### config.mk
export PLATFORM = sky130hd
export DESIGN_NAME = alternating_channel_adc_output
export DESIGN_NICKNAME = d
export VERILOG_FILES = /design/src/include/adc_pkg.sv /design/src/rtl/sample_fifo.sv /design/src/rtl/code_scaler.sv /design/src/rtl/alternating_channel_adc_output.sv
export SDC_FILE = /design/constraint.sdc
export NUM_CORES = 2
export LEC_CHECK = 0
export ABC_AREA = 1
export BUFFER_PORTS_ARGS = -buffer_cell sky130_fd_sc_hd__buf_2
export CAP_MARGIN = 25
export CELL_PAD_IN_SITES_DETAIL_PLACEMENT = 1
export CELL_PAD_IN_SITES_GLOBAL_PLACEMENT = 2
export CORE_AREA = 2 2 299 301
export DETAILED_ROUTE_END_ITERATION = 7
export DIE_AREA = 0 0 301 303
export PLACE_DENSITY_LB_ADDON = 0.1
export SLEW_MARGIN = 20
export SYNTH_ARGS = -nofsm -noshare
export SYNTH_HDL_FRONTEND = slang
export SYNTH_HIERARCHICAL = 1
export SYNTH_SLANG_ARGS = --single-unit
### constraint.sdc
create_clock -name clock -period 13.1 [get_ports clock]
set_clock_uncertainty 0.2 [all_clocks]
set_input_delay 2.62 -clock clock [delete_from_list [all_inputs] [get_ports clock]]
set_output_delay 2.62 -clock clock [all_outputs]
set_load 0.01 [all_outputs]
### src/include/adc_pkg.sv
// Summary of operation
// - full-scale sense input gives code all ones when full scale exceeds zero scale
// - zero-scale sense input gives code all zeros
// - first conversion after power-up uses first_input
// - each later conversion alternates the input
// - word bit 22 flags second_input result
// - only serial clock and data pins
// - sleep after conversion until serial clock activity
// - serial clock low at wake selects external
package adc_pkg;
   // ==========================================================
   // word layout
   localparam int CODE_W = 20;
   localparam int WORD_W = 24;
   localparam int EOC_BIT = 23;
   localparam int CHAN_BIT = 22;
   localparam int SIGN_BIT = 21;
   localparam int OVER_BIT = 20;
   localparam logic [4:0] BIT_LAST = 5'h17;
   localparam logic [CODE_W-1:0] CODE_FULL = 20'hF_FFFF;
   localparam logic [CODE_W-1:0] CODE_ZERO = 20'h0_0000;
   localparam logic CHAN_FIRST = 1'b0;
   // ==========================================================
   // sizes and timing
   localparam int SAMPLE_W = 24;
   localparam int FIFO_DEPTH = 8;
   localparam int SCK_HALF_CYCLES = 4;
   localparam int DIV_W = 8;
   localparam logic [1:0] SYNC_SETTLE = 2'h3;
   // ==========================================================
   // state encodings, gray along the usual path
   typedef enum logic [1:0] {
      CONV_IDLE = 2'b00,
      CONV_SAMPLE = 2'b01,
      CONV_SCALE = 2'b11,
      CONV_PUSH = 2'b10
   } conv_state_t;
   typedef enum logic [1:0] {
      SER_WAKE = 2'b00,
      SER_EMPTY = 2'b01,
      SER_SHIFT = 2'b11
   } ser_state_t;
endpackage : adc_pkg

### src/rtl/sample_fifo.sv
`timescale 1ns/1ps
module sample_fifo #(
   parameter int WIDTH = adc_pkg::WORD_W,
   parameter int DEPTH = adc_pkg::FIFO_DEPTH
) (
   // clock and control
   input wire logic clock,
   input wire logic rst,
   input wire logic clk_en,
   // filling side
   input wire logic in_valid,
   output logic in_ready,
   input wire logic [WIDTH-1:0] in_data,
   // draining side
   output logic out_valid,
   input wire logic out_ready,
   output logic [WIDTH-1:0] out_data
);
   import adc_pkg::*;
   localparam int AW = $clog2(DEPTH);
   // ==========================================================
   // storage and pointers
   logic [WIDTH-1:0] mem_q [DEPTH]; // word store
   logic [AW-1:0] wr_q; // write pointer
   logic [AW-1:0] rd_q; // read pointer
   logic [AW:0] count_q; // words held
   logic push; // accepted write
   logic pop; // accepted read

   assign in_ready = count_q != (AW+1)'(DEPTH);
   assign out_valid = count_q != '0;
   assign out_data = mem_q[rd_q];
   assign push = in_valid && in_ready;
   assign pop = out_valid && out_ready;

   // store accepted words
   always_ff @(posedge clock)
   begin
      if (clk_en && push)
      begin
         mem_q[wr_q] <= in_data;
      end
   end

   // pointers and fill count
   always_ff @(posedge clock)
   begin
      if (rst)
      begin
         wr_q <= '0;
         rd_q <= '0;
         count_q <= '0;
      end
      else if (clk_en)
      begin
         if (push)
         begin
            wr_q <= wr_q + 1'b1;
         end
         if (pop)
         begin
            rd_q <= rd_q + 1'b1;
         end
         if (push && !pop)
         begin
            count_q <= count_q + 1'b1;
         end
         else if (pop && !push)
         begin
            count_q <= count_q - 1'b1;
         end
      end
   end
endmodule : sample_fifo

### src/rtl/code_scaler.sv
`timescale 1ns/1ps
module code_scaler #(
   parameter int SAMPLE_W = adc_pkg::SAMPLE_W
) (
   // clock and control
   input wire logic clock,
   input wire logic rst,
   input wire logic clk_en,
   // request
   input wire logic start,
   input wire logic signed [SAMPLE_W-1:0] vin,
   input wire logic signed [SAMPLE_W-1:0] zs,
   input wire logic signed [SAMPLE_W-1:0] fs,
   // answer
   output logic done,
   output logic [adc_pkg::CODE_W-1:0] code,
   output logic under,
   output logic over
);
   import adc_pkg::*;
   localparam int DW = SAMPLE_W + 1;
   localparam int PW = DW + CODE_W;
   localparam int CW = $clog2(PW + 1);
   // ==========================================================
   // datapath
   logic signed [DW-1:0] diff; // input above zero scale
   logic signed [DW-1:0] span; // full minus zero scale
   logic [DW-1:0] den_q; // divisor
   logic [PW-1:0] dvd_q; // dividend, then quotient
   logic [DW-1:0] rem_q; // partial remainder
   logic [DW:0] r2; // trial remainder
   logic [CW-1:0] cnt_q; // steps left
   logic busy_q; // dividing
   logic done_q; // result pulse
   logic [CODE_W-1:0] code_q; // result code
   logic under_q; // below zero scale
   logic over_q; // above full scale
   logic at_full_q; // input equals full scale
   logic at_zero_q; // input equals zero scale

   assign diff = {vin[SAMPLE_W-1], vin} - {zs[SAMPLE_W-1], zs};
   assign span = {fs[SAMPLE_W-1], fs} - {zs[SAMPLE_W-1], zs};
   assign r2 = {rem_q, dvd_q[PW-1]};
   assign done = done_q;
   assign code = code_q;
   assign under = under_q;
   assign over = over_q;

   // code = (vin - zs) * full / (fs - zs), clamped at both ends
   always_ff @(posedge clock)
   begin
      if (rst)
      begin
         busy_q <= 1'b0;
         done_q <= 1'b0;
         code_q <= CODE_ZERO;
         den_q <= '0;
         dvd_q <= '0;
         rem_q <= '0;
         cnt_q <= '0;
         under_q <= 1'b0;
         over_q <= 1'b0;
         at_full_q <= 1'b0;
         at_zero_q <= 1'b0;
      end
      else if (clk_en)
      begin
         done_q <= 1'b0;
         if (start && !busy_q)
         begin
            under_q <= diff < 0;
            over_q <= diff > span;
            at_full_q <= diff == span;
            at_zero_q <= diff == 0;
            if (diff <= 0)
            begin
               // zero scale and below give all zeros
               code_q <= CODE_ZERO;
               done_q <= 1'b1;
            end
            else if (diff >= span)
            begin
               // full scale and above give all ones
               code_q <= CODE_FULL;
               done_q <= 1'b1;
            end
            else
            begin
               // restoring divide, one quotient bit a cycle
               dvd_q <= PW'(diff) * PW'(CODE_FULL);
               den_q <= span;
               rem_q <= '0;
               cnt_q <= CW'(PW);
               busy_q <= 1'b1;
            end
         end
         else if (busy_q)
         begin
            if (cnt_q == '0)
            begin
               code_q <= dvd_q[CODE_W-1:0];
               done_q <= 1'b1;
               busy_q <= 1'b0;
            end
            else
            begin
               cnt_q <= cnt_q - 1'b1;
               if (r2 >= {1'b0, den_q})
               begin
                  rem_q <= DW'(r2 - {1'b0, den_q});
                  dvd_q <= {dvd_q[PW-2:0], 1'b1};
               end
               else
               begin
                  rem_q <= r2[DW-1:0];
                  dvd_q <= {dvd_q[PW-2:0], 1'b0};
               end
            end
         end
      end
   end

   // ==========================================================
   // checks
   a_full_code: assert property (@(posedge clock) disable iff (rst)
      done_q && at_full_q && !at_zero_q |-> code_q == CODE_FULL && !over_q)
      else $error("full scale input did not give all ones");
   a_zero_code: assert property (@(posedge clock) disable iff (rst)
      done_q && at_zero_q |-> code_q == CODE_ZERO && !under_q)
      else $error("zero scale input did not give all zeros");
endmodule : code_scaler

### src/rtl/alternating_channel_adc_output.sv
`timescale 1ns/1ps
module alternating_channel_adc_output #(
   parameter int SCK_DIV = adc_pkg::SCK_HALF_CYCLES
) (
   // clock and control
   input wire logic clock,
   input wire logic rst,
   input wire logic clk_en,
   // serial link pins
   input wire logic sck_in,
   output logic sck_out,
   output logic sck_oe,
   output logic sdo,
   // converter front end
   output logic conv_start,
   output logic conv_channel,
   input wire logic conv_ready,
   input wire logic signed [adc_pkg::SAMPLE_W-1:0] sample_value,
   input wire logic signed [adc_pkg::SAMPLE_W-1:0] zero_scale_sense,
   input wire logic signed [adc_pkg::SAMPLE_W-1:0] full_scale_sense
);
   import adc_pkg::*;
   // ==========================================================
   // declarations
   logic sck_meta_q; // first sync stage
   logic sck_sync_q; // second sync stage
   logic sck_prev_q; // last clock level
   logic sck_lvl; // active serial clock level
   logic sck_rise; // serial clock rising
   logic sck_fall; // serial clock falling
   logic ext_mode_q; // host supplies the clock
   logic [1:0] settle_q; // wake delay
   logic mode_pick; // mode sampled this cycle
   logic first_rise; // first activity of a frame
   ser_state_t ser_q; // output state
   conv_state_t conv_q; // conversion state
   logic go_q; // conversion allowed
   logic chan_q; // input in use
   logic start_q; // conversion start pulse
   logic [WORD_W-1:0] result_q; // assembled word
   logic [WORD_W-1:0] word_q; // shift register
   logic [4:0] bit_cnt_q; // bits sent
   logic sdo_q; // data pin
   logic sck_out_q; // own clock
   logic sck_oe_q; // own clock drive
   logic [DIV_W-1:0] div_q; // clock divider
   logic scale_start; // scaler request
   logic scale_done; // scaler answer
   logic [CODE_W-1:0] scale_code; // scaled result
   logic scale_under; // below zero scale
   logic scale_over; // above full scale
   logic fifo_in_ready; // buffer has room
   logic fifo_out_valid; // buffer has a word
   logic fifo_out_ready; // output takes a word
   logic [WORD_W-1:0] fifo_out_data; // oldest word
   logic started_q; // a conversion was issued
   logic last_chan_q; // input of last start

   assign sck_out = sck_out_q;
   assign sck_oe = sck_oe_q;
   assign sdo = sdo_q;
   assign conv_start = start_q;
   assign conv_channel = chan_q;

   // ==========================================================
   // serial clock sampling
   // the pin is foreign, so two stages before any use
   always_ff @(posedge clock)
   begin
      if (rst)
      begin
         sck_meta_q <= 1'b0;
         sck_sync_q <= 1'b0;
         sck_prev_q <= 1'b0;
      end
      else if (clk_en)
      begin
         sck_meta_q <= sck_in;
         sck_sync_q <= sck_meta_q;
         sck_prev_q <= sck_lvl;
      end
   end

   // edges come from the pin or from our own divider
   assign sck_lvl = ext_mode_q ? sck_sync_q : sck_out_q;
   assign sck_rise = sck_lvl && !sck_prev_q;
   assign sck_fall = !sck_lvl && sck_prev_q;
   assign mode_pick = (ser_q == SER_WAKE) && (settle_q == SYNC_SETTLE);
   assign first_rise = (ser_q == SER_SHIFT) && sck_rise && (bit_cnt_q == '0);

   // ==========================================================
   // wake, mode choice and output shifting
   always_ff @(posedge clock)
   begin
      if (rst)
      begin
         ser_q <= SER_WAKE;
         settle_q <= '0;
         ext_mode_q <= 1'b1;
         sck_oe_q <= 1'b0;
         word_q <= '0;
         bit_cnt_q <= '0;
         sdo_q <= 1'b1;
      end
      else if (clk_en)
      begin
         case (ser_q)
            SER_WAKE:
            begin
               // let the sync stages fill, then read the clock line
               if (mode_pick)
               begin
                  ext_mode_q <= !sck_sync_q;
                  sck_oe_q <= sck_sync_q;
                  ser_q <= SER_EMPTY;
               end
               else
               begin
                  settle_q <= settle_q + 1'b1;
               end
            end
            SER_EMPTY:
            begin
               // busy shows as a high data pin
               sdo_q <= 1'b1;
               if (fifo_out_valid)
               begin
                  word_q <= fifo_out_data;
                  sdo_q <= fifo_out_data[EOC_BIT];
                  bit_cnt_q <= '0;
                  ser_q <= SER_SHIFT;
               end
            end
            SER_SHIFT:
            begin
               // next bit on each falling edge, msb first
               if (sck_fall)
               begin
                  word_q <= {word_q[WORD_W-2:0], 1'b0};
                  sdo_q <= word_q[WORD_W-2];
                  if (bit_cnt_q == BIT_LAST)
                  begin
                     sdo_q <= 1'b1;
                     ser_q <= SER_EMPTY;
                  end
                  else
                  begin
                     bit_cnt_q <= bit_cnt_q + 1'b1;
                  end
               end
            end
            default:
            begin
               ser_q <= SER_WAKE;
            end
         endcase
      end
   end

   // ==========================================================
   // own serial clock, only while a word is out
   always_ff @(posedge clock)
   begin
      if (rst)
      begin
         sck_out_q <= 1'b0;
         div_q <= '0;
      end
      else if (clk_en)
      begin
         if (sck_oe_q && (ser_q == SER_SHIFT))
         begin
            if (div_q == DIV_W'(SCK_DIV - 1))
            begin
               div_q <= '0;
               sck_out_q <= !sck_out_q;
            end
            else
            begin
               div_q <= div_q + 1'b1;
            end
         end
         else
         begin
            // park low between words
            div_q <= '0;
            sck_out_q <= 1'b0;
         end
      end
   end

   // ==========================================================
   // conversion permission
   // set by the wake and by clock activity; set beats clear
   always_ff @(posedge clock)
   begin
      if (rst)
      begin
         go_q <= 1'b0;
      end
      else if (clk_en)
      begin
         if (mode_pick || first_rise)
         begin
            go_q <= 1'b1;
         end
         else if (conv_q == CONV_IDLE)
         begin
            go_q <= 1'b0;
         end
      end
   end

   // ==========================================================
   // conversion sequencing
   assign scale_start = (conv_q == CONV_SAMPLE) && conv_ready;

   always_ff @(posedge clock)
   begin
      if (rst)
      begin
         conv_q <= CONV_IDLE;
         chan_q <= CHAN_FIRST;
         start_q <= 1'b0;
         result_q <= '0;
      end
      else if (clk_en)
      begin
         start_q <= 1'b0;
         case (conv_q)
            CONV_IDLE:
            begin
               // asleep until allowed
               if (go_q)
               begin
                  start_q <= 1'b1;
                  conv_q <= CONV_SAMPLE;
               end
            end
            CONV_SAMPLE:
            begin
               if (conv_ready)
               begin
                  conv_q <= CONV_SCALE;
               end
            end
            CONV_SCALE:
            begin
               // status nibble: ready, input, positive, over range
               if (scale_done)
               begin
                  result_q <= {1'b0, chan_q, !scale_under, scale_over, scale_code};
                  conv_q <= CONV_PUSH;
               end
            end
            CONV_PUSH:
            begin
               // waits here while the buffer is full
               if (fifo_in_ready)
               begin
                  chan_q <= !chan_q;
                  conv_q <= CONV_IDLE;
               end
            end
            default:
            begin
               conv_q <= CONV_IDLE;
            end
         endcase
      end
   end

   // ==========================================================
   // scaling and buffering
   code_scaler #(
      .SAMPLE_W(SAMPLE_W)
   ) u_scaler (
      .clock(clock),
      .rst(rst),
      .clk_en(clk_en),
      .start(scale_start),
      .vin(sample_value),
      .zs(zero_scale_sense),
      .fs(full_scale_sense),
      .done(scale_done),
      .code(scale_code),
      .under(scale_under),
      .over(scale_over)
   );

   assign fifo_out_ready = (ser_q == SER_EMPTY);

   sample_fifo #(
      .WIDTH(WORD_W),
      .DEPTH(FIFO_DEPTH)
   ) u_fifo (
      .clock(clock),
      .rst(rst),
      .clk_en(clk_en),
      .in_valid(conv_q == CONV_PUSH),
      .in_ready(fifo_in_ready),
      .in_data(result_q),
      .out_valid(fifo_out_valid),
      .out_ready(fifo_out_ready),
      .out_data(fifo_out_data)
   );

   // ==========================================================
   // checks
   // history of issued conversions
   always_ff @(posedge clock)
   begin
      if (rst)
      begin
         started_q <= 1'b0;
         last_chan_q <= CHAN_FIRST;
      end
      else if (clk_en && start_q)
      begin
         started_q <= 1'b1;
         last_chan_q <= chan_q;
      end
   end

   a_first_input: assert property (@(posedge clock) disable iff (rst)
      start_q && !started_q |-> chan_q == CHAN_FIRST)
      else $error("first conversion not on first input");
   a_strict_alternation: assert property (@(posedge clock) disable iff (rst)
      start_q && started_q |-> chan_q != last_chan_q)
      else $error("conversion input did not alternate");
   a_channel_bit: assert property (@(posedge clock) disable iff (rst || !clk_en)
      ser_q == SER_EMPTY && fifo_out_valid |=> word_q[CHAN_BIT] == $past(fifo_out_data[CHAN_BIT]))
      else $error("channel flag lost on load");
   a_no_clock_drive: assert property (@(posedge clock) disable iff (rst)
      ext_mode_q |-> !sck_oe_q && !sck_out_q)
      else $error("clock driven in external mode");
   a_sleep_hold: assert property (@(posedge clock) disable iff (rst || !clk_en)
      conv_q == CONV_IDLE && !go_q && !mode_pick && !first_rise |=> !start_q [*2])
      else $error("conversion started without clock activity");
   a_wake_on_clock: assert property (@(posedge clock) disable iff (rst || !clk_en)
      first_rise && conv_q == CONV_IDLE |-> ##[1:3] start_q)
      else $error("clock activity did not start conversion");
   a_mode_pick: assert property (@(posedge clock) disable iff (rst || !clk_en)
      mode_pick |=> ext_mode_q == !$past(sck_sync_q) && ser_q == SER_EMPTY)
      else $error("clock mode not taken from wake level");
   a_ready_msb: assert property (@(posedge clock) disable iff (rst)
      ser_q == SER_SHIFT && bit_cnt_q == '0 && !sck_prev_q |-> !sdo_q)
      else $error("ready bit not low at word start");
endmodule : alternating_channel_adc_output

==> metrics.md <==
| Metric | Value |
|---|---|
| Post-route minimum period | about 11 ns |
| Status | finished clean |
| Worst Hold Path Cells | 2 |
| Arr. time, crit path | between 10 and 15 ns |
| Gpl congestion | a little over 0.9 |
| Commonest non-fill, non-tap cell in the layout | nand2_1 |
| CTS tree | done |
| Area Overhead vs Synth | 9.52% |
| Initial DRC Count | 1031 |
| Initial antenna violation count | 0 |
| Setup violations, final | 0 |
| Post-synthesis cell count | 4313 |
| Seq cells post-synth | roughly 410 |
| Final global-route overflow total | 0 |
| Setup TNS Final | 0 ns |
| Most frequent cells in the layout | nand2_1, inv_1, nor2_1 |
| Worst r2r path cells | 14 |
| DRC | 0 |
| Vias in the first global route | roughly 29000 |
| Synth unique cells | 56 |
| Critical path class | input pin to flop |
| CP Capture Point | u_scaler/dvd_q[40]$_SDFFE_PP0P_ |
| CTS Root Cell | clkbuf_16 |
| Crit path top cell by count | nand2_1 |
| Sink Count | 405 |
| Cell row count | about 110 |
| CORE AREA | 88000 sq um |
| Drt wl/cell | between 15 and 20 um |
| I/O pin total | between 80 and 90 |
| Via-to-Cell Ratio | about 5 |
| Postcts setup bufs | 0 |
| First-pass iteration count of the detailed router | 4 |
| Total Die Area | 91200 sq um |
| Final period utilization | 0.855 |
| Post_cts resized | 0 |
| Pin count of the biggest net entering global routing | 97 |
| Worst-Skew Late Latency | roughly 0.60 ns |
| First-pass GRT wire length | roughly 160 mm |
| Die W | 301 um |
| Via Count | approximately 28000 |
| CP top delay family | adder cells |
| Die height | around 300 um |
| Worst Setup End Kind | flop |
| Syn Area/Cell | about 8 sq um |
| Reg area | approximately 10000 sq um |
| Share of post-route cells with drive strength above 1 | 0.0747 |
| Area of the multi-input gates | 20600 sq um |
| Cell taking the most area after synthesis | fa_1 |
| Max-Cap Viols | 0 |
| Hold path start | u_scaler/code[5]$_SDFFE_PP0P_ |
| Final ANT Viol Nets | 0 |
| CTS Buf Count | 48 |
| Sequential area share after synthesis | 0.294 |
| Post-Route WL | roughly 100 mm |
| Worst Tran Pin Value | approximately 1.1 ns |
| Synth warn | 6 |
| Post-synth top area share | 0.179 |
| Synth Flop Type | dfxtp_1 |
| Clock Path Buffers | 3 |
| Initial Util | 0.387 |
| Port buffer count | just over 80 |
| WP data required | 13.38 ns |
| Buf/Inv on CP | 9 |
| Nets | 4956 |
| Total track usage | 0.229 |
| Final hold violation count | 0 |
| Antenna Diode Count | 0 |
| Critical Path Slowest Stage Cell | fa_1 |
| HP Class | flop to flop |
| RSZ-0062 raised after global routing | no |
| Reg clk slew, reported paths | around 0.060 ns |
| Worst Setup Start Kind | input pin |
| CP Launch Point | zero_scale_sense[2] |
| Slew Limit Fails | 0 |
| Worst reg2reg path startpoint | conv_q[0]$_SDFFE_PP0P_ |
| Asr flop ratio synth | 0 |
| Top post-synthesis cells by area | fa_1, edfxtp_1, dfxtp_1 |
| Rel. slew slack | 0.297 |
| Hold buffers post-CTS | 0 |
| Max FO, Critical Path | 6 |
| Post-synth EDFFs | ~190 |
| Fmax | 89.2 MHz |
| Area of the mapped netlist | between 30000 and 40000 sq um |
| FILL cells | about 11000 |
| H-tree levels | 2 |
| Max incr delay on CP | roughly 0.71 ns |
| Worst path depth | 41 |
| Worst reg2reg setup slack | 8.49 ns |
| Reg-to-Reg End | u_scaler/dvd_q[44]$_SDFFE_PP0P_ |
| Final HPWL DP | slightly above 80 mm |
[kinds of logic after synthesis]
| logic type | count (synthesis) | share of synthesized area |
|---|---|---|
| other | 1 | 0.000110 |
| buffers and inverters | 894 | 0.105 |
| flip-flops | 405 | 0.294 |
| AO/OA/AOI/OAI | 656 | 0.104 |
| AND/OR/NAND/NOR | 1753 | 0.217 |
| adder cells (fa/ha/maj) | 524 | 0.259 |
| XOR/XNOR | 80 | 0.0206 |
[worst min-delay path, stage by stage, from the launching register on]
cell and delay, ns:
dfxtp_1 0.30, nand2_1 0.06, a21oi_1 0.05
[layout make-up]
cell class	instances	area share
multi-input combinational	3021	0.551
sequential	405	0.269
inverter	751	0.0757
tap	1165	0.0391
clock buffer	59	0.0347
timing repair buffer	128	0.0206
clock inverter	29	0.00992
[state kept, by name (all words and copies together), names as in the netlist, 2 cells and up, named ones only]
register        cells
u_fifo/mem_q      192
u_scaler/dvd_q     45
u_scaler/den_q     25
u_scaler/rem_q     25
result_q           23
word_q             23
u_scaler/code      20
div_q               8
u_scaler/cnt_q      6
bit_cnt_q           5
u_fifo/count_q      4
u_fifo/rd_q         3
u_fifo/wr_q         3
conv_q              2
ser_q               2
settle_q            2
[cell usage after synthesis, types with 2 or more instances]
| cell | instances |
|---|---|
| nand2_1 | 924 |
| inv_1 | 737 |
| nor2_1 | 485 |
| fa_1 | 304 |
| a21oi_1 | 243 |
| o21ai_0 | 222 |
| ha_1 | 220 |
| dfxtp_1 | 213 |
| edfxtp_1 | 192 |
| nand3_1 | 149 |
| o21ai_1 | 94 |
| clkbuf_1 | 73 |
| nand4_1 | 62 |
| xor2_1 | 57 |
| nor3_1 | 43 |
| buf_2 | 35 |
| nand3_2 | 23 |
| xnor2_1 | 23 |
| a21oi_2 | 22 |
| buf_6 | 19 |
| o211ai_1 | 15 |
| o21bai_1 | 15 |
| a31oi_1 | 14 |
| or2_2 | 14 |
| nand2_2 | 13 |
| inv_2 | 12 |
| nand3b_1 | 9 |
| nor2_2 | 9 |
| nor4_1 | 9 |
| buf_1 | 8 |
| buf_4 | 7 |
| a21o_1 | 4 |
| o21a_1 | 4 |
| o31ai_1 | 4 |
| a211oi_1 | 3 |
| nand2_4 | 3 |
| o221ai_1 | 3 |
| o22ai_1 | 3 |
| a21boi_0 | 2 |
| a21boi_1 | 2 |
| a221oi_1 | 2 |
| a22oi_1 | 2 |
| inv_4 | 2 |
| nor2_4 | 2 |
[worst min path at each step]
stage / end / slack, ns
final: u_scaler/code[5]$_SDFFE_PP0P_ / 0.26
after global routing: u_scaler/code[5]$_SDFFE_PP0P_ / 0.27
after CTS: u_scaler/code[5]$_SDFFE_PP0P_ / 0.26
after detailed placement: u_scaler/code[5]$_SDFFE_PP0P_ / 0.25
after global placement: settle_q[1]$_SDFFE_PP0P_ / 0.24
after floorplan: result_q[21]$_SDFFE_PP0P_ / 0.21
[stage by stage]
stage / cells / util / cell area [sq um] / setup slack [ns] / hold WS [ns]
floorplan: 4320 / - / 34100 / 1.96 / 0.206
finish: 5558 / 0.424 / 37300 / 1.90 / 0.260
CTS: 5557 / 0.424 / 37300 / 1.87 / 0.263
global route: 5558 / 0.424 / 37300 / 1.13 / 0.273
detailed placement: 5469 / 0.405 / 35600 / 1.24 / 0.255
global placement: 5469 / 0.405 / 35600 / 1.39 / 0.240
[layer usage]
| layer | vias to the layer above | part of all wire | global-route usage |
|---|---|---|---|
| met5 | - | 0 | 0 |
| met3 | 122 | 0.020 | 0.0178 |
| li1 | 13700 | - | - |
| met1 | 13600 | 0.45 | 0.298 |
| met2 | 264 | 0.51 | 0.414 |
| met4 | 0 | 0.020 | 0.0506 |
Power is not shown: default switching activity piles up to over one toggle a cycle in this logic, so the estimate is an artifact.
